[config.mk]
export PLATFORM = sky130hd
export DESIGN_NAME = ssr_unit
export DESIGN_NICKNAME = d
export VERILOG_FILES = /design/src/ssr_pkg.sv /design/src/ssr_sel_if.sv /design/src/ssr_addr_gen.sv /design/src/ssr_sel_decode.sv /design/src/ssr_unit.sv
export SDC_FILE = /design/constraint.sdc
export NUM_CORES = 2
export LEC_CHECK = 0
export BUFFER_PORTS_ARGS = -buffer_cell sky130_fd_sc_hd__buf_2
export CAP_MARGIN = 0
export CORE_ASPECT_RATIO = 0.7
export CORE_UTILIZATION = 30
export DETAILED_ROUTE_END_ITERATION = 7
export PLACE_DENSITY = 0.5
export SYNTH_ARGS = -nofsm -noshare
export SYNTH_HDL_FRONTEND = slang
export SYNTH_HIERARCHICAL = 1
export SYNTH_SLANG_ARGS = --single-unit
[constraint.sdc]
create_clock -name sys_clk_i -period 15.25 [get_ports sys_clk_i]
set_input_delay 3.05 -clock sys_clk_i [delete_from_list [all_inputs] [get_ports sys_clk_i]]
set_output_delay 3.05 -clock sys_clk_i [all_outputs]
set_load 0.01 [all_outputs]
[src/ssr_pkg.sv]
package ssr_pkg;
  localparam int          NSEG          = 6;
  localparam logic [2:0]  SEG_EXTRA     = 3'h0;
  localparam logic [2:0]  SEG_CODE      = 3'h1;
  localparam logic [2:0]  SEG_STACK     = 3'h2;
  localparam logic [2:0]  SEG_DATA      = 3'h3;
  localparam logic [2:0]  SEG_FIRST     = 3'h4;
  localparam logic [2:0]  SEG_SECOND    = 3'h5;
  localparam logic [2:0]  TGT_LOCAL_TBL = 3'h6;
  localparam int          SEL_IDX_HI    = 15;
  localparam int          SEL_IDX_LO    = 3;
  localparam int          SEL_TBL       = 2;
  localparam int          SEL_RQP_HI    = 1;
  localparam int          SEL_RQP_LO    = 0;
  localparam int          DESC_SHIFT    = 3;
  localparam logic [31:0] MREG_FIRST    = 32'hc000_0100;
  localparam logic [31:0] MREG_SECOND   = 32'hc000_0101;
  localparam int          ATTR_DPRV_HI  = 6;
  localparam int          ATTR_DPRV_LO  = 5;
  localparam int          ATTR_LONG     = 1;
  localparam int          ATTR_DSIZE    = 0;
  localparam logic [1:0]  PRIV_KERNEL   = 2'h0;
  localparam logic [1:0]  PRIV_USER     = 2'h3;
  localparam logic [15:0] RST_SEL       = 16'h0000;
  localparam logic [1:0]  RST_PRIV      = 2'h0;

  typedef enum logic [1:0] {
    ACC_DATA    = 2'h0,
    ACC_STR_DST = 2'h1,
    ACC_STACK   = 2'h2,
    ACC_FETCH   = 2'h3
  } ssr_acc_e;

  // Upper bits from va_bits-1 up must all match bit 63
  function automatic logic canonical(input logic [63:0] a, input int unsigned va_bits);
    logic ok;
    ok = 1'b1;
    for (int i = 0; i < 64; i++)
    begin
      if ((i >= int'(va_bits) - 1) && (a[i] != a[63]))
        ok = 1'b0;
    end
    return ok;
  endfunction
endpackage

[src/ssr_sel_if.sv]
`timescale 1ns/10ps
`default_nettype none
interface ssr_sel_if;
  logic [15:0] sel;
  logic [63:0] gbl_base;
  logic [63:0] loc_base;
  logic [63:0] desc_addr;
  logic        is_null;
  logic        tbl_local;
  logic [1:0]  rqp;
  modport dec  (input sel, gbl_base, loc_base, output desc_addr, is_null, tbl_local, rqp);
  modport user (output sel, gbl_base, loc_base, input desc_addr, is_null, tbl_local, rqp);
endinterface
`default_nettype wire

[src/ssr_addr_gen.sv]
`timescale 1ns/10ps
`default_nettype none
module ssr_addr_gen #(
  parameter int unsigned VA_BITS = 48
) (
  // Address parts
  input  wire logic [63:0] seg_base_i,
  input  wire logic [63:0] base_i,
  input  wire logic [63:0] index_i,
  input  wire logic [1:0]  scale_i,
  input  wire logic [63:0] disp_i,
  input  wire logic        wide_i,
  // Results
  output logic      [63:0] offset_o,
  output logic      [63:0] lin_o,
  output logic             canon_o
);
  logic [63:0] sum;

  always_comb
  begin
    sum = base_i + (index_i << scale_i) + disp_i;
    if (wide_i)
    begin
      // Free wrap across the sign boundary
      offset_o = sum;
      lin_o    = seg_base_i + sum;
      canon_o  = ssr_pkg::canonical(lin_o, VA_BITS);
    end
    else
    begin
      // Upper base half plays no part here
      offset_o = {32'h0, sum[31:0]};
      lin_o    = {32'h0, seg_base_i[31:0] + sum[31:0]};
      canon_o  = 1'b1;
    end
  end
endmodule
`default_nettype wire

[src/ssr_sel_decode.sv]
`timescale 1ns/10ps
`default_nettype none
module ssr_sel_decode (
  // Selector in, entry address out
  ssr_sel_if.dec s
);
  logic [12:0] idx;

  always_comb
  begin
    idx         = s.sel[ssr_pkg::SEL_IDX_HI:ssr_pkg::SEL_IDX_LO];
    s.tbl_local = s.sel[ssr_pkg::SEL_TBL];
    s.rqp       = s.sel[ssr_pkg::SEL_RQP_HI:ssr_pkg::SEL_RQP_LO];
    // Privilege bits take no part in the null test
    s.is_null   = (idx == 13'h0) && !s.tbl_local;
    // Index scaled by eight even where an entry spans two slots
    s.desc_addr = (s.tbl_local ? s.loc_base : s.gbl_base)
                + (64'(idx) << ssr_pkg::DESC_SHIFT);
  end
endmodule
`default_nettype wire

[src/ssr_unit.sv]
`timescale 1ns/10ps
`default_nettype none
module ssr_unit #(
  parameter int unsigned VA_BITS = 48
) (
  // Clock and reset
  input  wire logic        sys_clk_i,
  input  wire logic        rst_n_i,
  // Mode
  input  wire logic        mode64_i,
  // Table bases
  input  wire logic [63:0] gbl_table_base_i,
  input  wire logic [63:0] loc_table_base_i,
  // Segment load
  input  wire logic        load_req_i,
  input  wire logic [2:0]  load_tgt_i,
  input  wire logic [15:0] load_sel_i,
  output logic             busy_o,
  output logic             load_done_o,
  // Descriptor fetch
  output logic             desc_req_o,
  output logic      [63:0] desc_addr_o,
  input  wire logic        desc_valid_i,
  input  wire logic [31:0] desc_base_i,
  input  wire logic [31:0] desc_limit_i,
  input  wire logic [7:0]  desc_attr_i,
  // Memory access
  input  wire logic        acc_req_i,
  input  wire logic [1:0]  acc_kind_i,
  input  wire logic        acc_ovr_i,
  input  wire logic [2:0]  acc_ovr_seg_i,
  input  wire logic [63:0] acc_base_i,
  input  wire logic [63:0] acc_index_i,
  input  wire logic [1:0]  acc_scale_i,
  input  wire logic [63:0] acc_disp_i,
  output logic             acc_done_o,
  output logic      [63:0] lin_addr_o,
  output logic             cs_long_o,
  output logic             cs_dsize_o,
  // Model register port
  input  wire logic        mreg_wr_i,
  input  wire logic        mreg_rd_i,
  input  wire logic [31:0] mreg_addr_i,
  input  wire logic [63:0] mreg_wdata_i,
  output logic             mreg_ack_o,
  output logic      [63:0] mreg_rdata_o,
  // Status
  input  wire logic [2:0]  sel_rd_tgt_i,
  output logic      [15:0] sel_rd_data_o,
  output logic      [1:0]  running_privilege_o,
  output logic             prot_fault_o
);
  localparam int NS = ssr_pkg::NSEG;

  typedef enum logic {
    SSR_IDLE  = 1'b0,
    SSR_FETCH = 1'b1
  } ssr_st_e;

  typedef struct packed {
    ssr_st_e                st;
    logic [2:0]             tgt;
    logic [15:0]            sel_hold;
    logic [NS-1:0][15:0]    sel;
    logic [NS-1:0][63:0]    base;
    logic [NS-1:0][31:0]    limit;
    logic [NS-1:0][7:0]     attr;
    logic [NS-1:0]          live;
    logic [15:0]            loc_sel;
    logic [1:0]             priv;
    logic                   busy;
    logic                   load_done;
    logic                   desc_req;
    logic [63:0]            desc_addr;
    logic                   acc_done;
    logic [63:0]            lin;
    logic                   mreg_ack;
    logic [63:0]            mreg_rdata;
    logic [15:0]            sel_rd;
    logic                   fault;
  } ssr_state_s;

  function automatic logic [2:0] seg_pick(input ssr_pkg::ssr_acc_e k, input logic ovr,
                                          input logic [2:0] os);
    logic [2:0] s;
    s = ssr_pkg::SEG_DATA;
    if (k == ssr_pkg::ACC_FETCH)
      s = ssr_pkg::SEG_CODE;
    else if (ovr)
      s = os;
    else if (k == ssr_pkg::ACC_STR_DST)
      s = ssr_pkg::SEG_EXTRA;
    else if (k == ssr_pkg::ACC_STACK)
      s = ssr_pkg::SEG_STACK;
    return s;
  endfunction

  ssr_state_s  r;
  ssr_state_s  n;
  logic [2:0]  acc_seg;
  logic        acc_in;
  logic [63:0] cur_base;
  logic [31:0] cur_limit;
  logic        cur_live;
  logic [63:0] ag_seg_base;
  logic [63:0] ag_off;
  logic [63:0] ag_lin;
  logic        ag_canon;
  logic [1:0]  desc_priv;
  logic [1:0]  rqp_hold;
  logic [1:0]  eff_priv;
  logic        priv_bad;
  logic        hit_first;
  logic        hit_second;

  ssr_sel_if sd ();

  assign sd.sel      = load_sel_i;
  assign sd.gbl_base = gbl_table_base_i;
  assign sd.loc_base = loc_table_base_i;

  ssr_sel_decode u_dec (
    .s (sd)
  );

  ssr_addr_gen #(
    .VA_BITS (VA_BITS)
  ) u_ag (
    .seg_base_i (ag_seg_base),
    .base_i     (acc_base_i),
    .index_i    (acc_index_i),
    .scale_i    (acc_scale_i),
    .disp_i     (acc_disp_i),
    .wide_i     (mode64_i),
    .offset_o   (ag_off),
    .lin_o      (ag_lin),
    .canon_o    (ag_canon)
  );

  always_comb
  begin
    acc_seg   = seg_pick(ssr_pkg::ssr_acc_e'(acc_kind_i), acc_ovr_i, acc_ovr_seg_i);
    acc_in    = (acc_seg <= ssr_pkg::SEG_SECOND);
    cur_base  = 64'h0;
    cur_limit = 32'h0;
    cur_live  = 1'b0;
    for (int i = 0; i < NS; i++)
    begin
      if (acc_seg == 3'(i))
      begin
        cur_base  = r.base[i];
        cur_limit = r.limit[i];
        cur_live  = r.live[i];
      end
    end
    // Only first and second extra keep a base in 64-bit mode
    if (mode64_i && (acc_seg != ssr_pkg::SEG_FIRST) && (acc_seg != ssr_pkg::SEG_SECOND))
      ag_seg_base = 64'h0;
    else
      ag_seg_base = cur_base;
    desc_priv  = desc_attr_i[ssr_pkg::ATTR_DPRV_HI:ssr_pkg::ATTR_DPRV_LO];
    rqp_hold   = r.sel_hold[ssr_pkg::SEL_RQP_HI:ssr_pkg::SEL_RQP_LO];
    eff_priv   = (rqp_hold > r.priv) ? rqp_hold : r.priv;
    // Stack needs exact match, data needs enough privilege
    if (r.tgt == ssr_pkg::SEG_STACK)
      priv_bad = (rqp_hold != r.priv) || (desc_priv != r.priv);
    else if (r.tgt == ssr_pkg::SEG_CODE)
      priv_bad = 1'b0;
    else
      priv_bad = (eff_priv > desc_priv);
    hit_first  = (mreg_addr_i == ssr_pkg::MREG_FIRST);
    hit_second = (mreg_addr_i == ssr_pkg::MREG_SECOND);
  end

  always_comb
  begin
    n           = r;
    n.load_done = 1'b0;
    n.desc_req  = 1'b0;
    n.acc_done  = 1'b0;
    n.mreg_ack  = 1'b0;
    n.fault     = 1'b0;
    n.sel_rd    = (sel_rd_tgt_i == ssr_pkg::TGT_LOCAL_TBL) ? r.loc_sel : 16'h0;
    for (int i = 0; i < NS; i++)
    begin
      if (sel_rd_tgt_i == 3'(i))
        n.sel_rd = r.sel[i];
    end
    // Registers change only through loads and base writes, never with mode
    unique case (r.st)
      SSR_IDLE:
      begin
        if (load_req_i)
        begin
          n.tgt      = load_tgt_i;
          n.sel_hold = load_sel_i;
          if ((load_tgt_i > ssr_pkg::TGT_LOCAL_TBL) ||
              ((load_tgt_i == ssr_pkg::TGT_LOCAL_TBL) && sd.tbl_local && !sd.is_null))
          begin
            n.fault     = 1'b1;
            n.load_done = 1'b1;
          end
          else if (sd.is_null)
          begin
            n.load_done = 1'b1;
            if ((load_tgt_i == ssr_pkg::SEG_CODE) ||
                ((load_tgt_i == ssr_pkg::SEG_STACK) &&
                 (!mode64_i || (r.priv == ssr_pkg::PRIV_USER))))
              n.fault = 1'b1;
            else if (load_tgt_i == ssr_pkg::TGT_LOCAL_TBL)
              n.loc_sel = load_sel_i;
            else
            begin
              for (int i = 0; i < NS; i++)
              begin
                if (load_tgt_i == 3'(i))
                begin
                  n.sel[i]  = load_sel_i;
                  n.live[i] = 1'b0;
                end
              end
            end
          end
          else
          begin
            n.st        = SSR_FETCH;
            n.busy      = 1'b1;
            n.desc_req  = 1'b1;
            n.desc_addr = sd.desc_addr;
          end
        end
      end
      SSR_FETCH:
      begin
        if (desc_valid_i)
        begin
          n.st        = SSR_IDLE;
          n.busy      = 1'b0;
          n.load_done = 1'b1;
          if (r.tgt == ssr_pkg::TGT_LOCAL_TBL)
            n.loc_sel = r.sel_hold;
          else if (priv_bad)
            n.fault = 1'b1;
          else
          begin
            for (int i = 0; i < NS; i++)
            begin
              if (r.tgt == 3'(i))
              begin
                n.sel[i]   = r.sel_hold;
                n.base[i]  = {32'h0, desc_base_i};
                n.limit[i] = desc_limit_i;
                n.attr[i]  = desc_attr_i;
                n.live[i]  = 1'b1;
              end
            end
            if (r.tgt == ssr_pkg::SEG_CODE)
              n.priv = desc_priv;
          end
        end
      end
    endcase
    if (acc_req_i)
    begin
      n.acc_done = 1'b1;
      n.lin      = ag_lin;
      if (!acc_in)
        n.fault = 1'b1;
      else if (mode64_i)
      begin
        if (!ag_canon)
          n.fault = 1'b1;
      end
      else if (!cur_live || (ag_off > {32'h0, cur_limit}))
        n.fault = 1'b1;
    end
    if (mreg_wr_i || mreg_rd_i)
    begin
      n.mreg_ack   = 1'b1;
      n.mreg_rdata = hit_first  ? r.base[ssr_pkg::SEG_FIRST]  :
                     hit_second ? r.base[ssr_pkg::SEG_SECOND] : 64'h0;
      if ((hit_first || hit_second) && (r.priv != ssr_pkg::PRIV_KERNEL))
        n.fault = 1'b1;
      else if (mreg_wr_i && (hit_first || hit_second))
      begin
        if (!ssr_pkg::canonical(mreg_wdata_i, VA_BITS))
          n.fault = 1'b1;
        else if (hit_first)
          n.base[ssr_pkg::SEG_FIRST] = mreg_wdata_i;
        else
          n.base[ssr_pkg::SEG_SECOND] = mreg_wdata_i;
      end
    end
  end

  always_ff @(posedge sys_clk_i)
  begin
    if (!rst_n_i)
    begin
      r         <= ssr_state_s'('0);
      r.sel     <= {NS{ssr_pkg::RST_SEL}};
      r.loc_sel <= ssr_pkg::RST_SEL;
      r.priv    <= ssr_pkg::RST_PRIV;
    end
    else
      r <= n;
  end

  assign busy_o              = r.busy;
  assign load_done_o         = r.load_done;
  assign desc_req_o          = r.desc_req;
  assign desc_addr_o         = r.desc_addr;
  assign acc_done_o          = r.acc_done;
  assign lin_addr_o          = r.lin;
  assign cs_long_o           = r.attr[ssr_pkg::SEG_CODE][ssr_pkg::ATTR_LONG];
  assign cs_dsize_o          = r.attr[ssr_pkg::SEG_CODE][ssr_pkg::ATTR_DSIZE];
  assign mreg_ack_o          = r.mreg_ack;
  assign mreg_rdata_o        = r.mreg_rdata;
  assign sel_rd_data_o       = r.sel_rd;
  assign running_privilege_o = r.priv;
  assign prot_fault_o        = r.fault;

  logic [63:0]         exp_addr;
  logic [63:0]         first_base;
  logic [NS-1:0][15:0] sel_all;

  assign exp_addr   = (load_sel_i[2] ? loc_table_base_i : gbl_table_base_i)
                    + {48'h0, load_sel_i[15:3], 3'h0};
  assign first_base = r.base[ssr_pkg::SEG_FIRST];
  assign sel_all    = r.sel;
endmodule
`default_nettype wire

==> flow_summary.toml <==
[clocking]
postCtsSetupBuffers = 0
cts_resized = 0
clock-root-buffer = "clkbuf_16"
clock_latency_ns = 0.73
numCtsBuffers = 89
cts_htree_levels = 3
clkSinkCount = 804
ctsHoldBuffers = 0
cts.clk_slew.worst_paths_ns = 0.06
cts_tree = "done"
cts_buffer_depth = 3

[global_route]
grt_pass1_vias = 44335
grt.total_usage_pct = 22.76
antenna_found_initial = 69
gr-total-overflow = 0
grt_pass1_wl_mm = 302.0
grt_max_degree = 254

[hold_path]
hold_class = "flop to flop"
holdPathStages = 2

[die]
die_area_mm2 = 0.1748
fp.coreArea_mm2 = 0.1716
io_pins = 744
start_util_pct = 30.26
die_w_um = 499.3
dieHeight_um = 350.1
core.rowCount = 127

[sta]
tns_ns = 0
setup_viol = 0
slew_violations = 0
period_share_pct = 85.79
fin_crit_ns = 13.08
hold_viol_final = 0
finClkSkew_ns = 0.05064
rsz0062_at_grt = "no"
tightest_slew_ns = 1.297
maxSlewHeadroom_pct = 13.55
clock.fmax_ghz = 0.07643

[routing]
drt-total-wl_mm = 208.1
via_per_inst = 5.379
drc = 0
vias = 48205
drt.antenna.violating_nets = 0
drt-initial-drc-count = 4289
post_drt_wl_per_cell_um = 23.22
firstDrtPassIters = 6

[setup_path]
max_stage_delay_ns = 0.69
cpMaxStageDelayCell = "a211oi_1"
cp_max_fo = 21
worstPathArrival_ns = 13.59
rr_worst_depth = 21
start_kind = "input pin"
crit_type = "input pin to flop"
crit_top_cell = "o21ai_0"
worst_setup_path_end_kind = "flop"
cp.required_ns = 15.76

[power]
ir_worst_vdd_uv = 69.02
p_leak_nw = 23.72
powerDensity_mw_per_mm2 = 114.5

[run]
drv_cap = 0

[placement]
hpwlAfterDp_mm = 148.5
place.port_buffers = 739
dpl_cell_area_mm2 = 0.05563
gp_congestion = 0.9201

[logic_synthesis]
synth_area_per_cell_um2 = 8.101
syn-instance-count = 6410
ys.warnings.count = 6
synthesis.area_mm2 = 0.05193
synth_fp_nets = 7182

[layout]
mostFrequentLayoutCells = "nand2_1, dfxtp_1, buf_2"
n_fill_cell = 18057
area_growth_syn_to_layout_pct = 12.79
fin_area_mm2 = 0.05857
final_common_cell = "nand2_1"
finalNetCount = 7390
drive_gt1_share_pct = 16.64

[outcome]
status = "finished clean"
## area by class of cell
class	count	area [µm²]	area share (%)
diodes	21	52.55	0.08973
clock buffers	126	2567	4.384
clock inverters	31	316.6	0.5405
inverters	122	457.9	0.7819
multi-input cells	4795	32010	54.65
flip-flops and latches	804	16100	27.48
well taps	2257	2824	4.822
repair buffers	806	4247	7.251
## metrics by stage
stage | hold WS [ns] | setup slack, ns | total power (W) | util [%] | instances
2_1_floorplan | 0.4356 | 3.950 | 0.003813 | - | 6410
4_1_cts | 0.4638 | 2.253 | 0.006739 | 34.10 | 8941
5_1_grt | 0.4775 | 1.509 | 0.007051 | 34.11 | 8954
3_3_place_gp | 0.4456 | 1.604 | 0.004516 | 32.42 | 8784
3_5_place_dp | 0.4542 | 1.515 | 0.004522 | 32.42 | 8784
6_report | 0.4625 | 2.167 | 0.006708 | 34.13 | 8962
## flip-flops by register name, indices dropped and copies added, names as in the netlist
name	cells
desc_req_o	1
mreg_rdata_o	64
first_base	64
load_done_o	1
acc_done_o	1
busy_o	1
cs_long_o	1
sel_rd_data_o	16
desc_addr_o	64
prot_fault_o	1
mreg_ack_o	1
cs_dsize_o	1
lin_addr_o	64
r	524
## layer usage
| layer | routed length (µm) | GRT usage [%] | up-vias |
|---|---|---|---|
| met2 | 89260 | 34.26 | 1686 |
| met3 | 14050 | 3.611 | 288 |
| met1 | 99730 | 33.47 | 23377 |
| li1 | - | - | 22824 |
| met4 | 4884 | 5.655 | 30 |
| met5 | 212 | 0 | - |
## critical path: cells and delay by family
kind / cells / cell delay [ns]
AO/OA/AOI/OAI: 22 / 6.17
buffers and inverters: 4 / 0.67
XOR/XNOR: 2 / 1.02
adder cells (fa/ha/maj): 4 / 1.60
AND/OR/NAND/NOR: 4 / 0.78
multiplexers: 2 / 0.23
## final timing paths
check                           slack (ns)               to            start
worst min register to register        0.46  desc_addr_o[58]  desc_addr_o[58]
worst max-delay path                  2.17     prot_fault_o   acc_scale_i[0]
worst max register to register        7.07     prot_fault_o           r[549]
worst min-delay path                  0.46  desc_addr_o[58]  desc_addr_o[58]
## power by group
part	leakage (nW)	internal, W	switching, W	total (W)
clock	1.42	0.00121	0.000982	0.00220
sequential	6.50	0.00217	0.0000450	0.00221
combinational	15.8	0.000829	0.00147	0.00230
No activity file was read; power rests on OpenSTA's default activity.
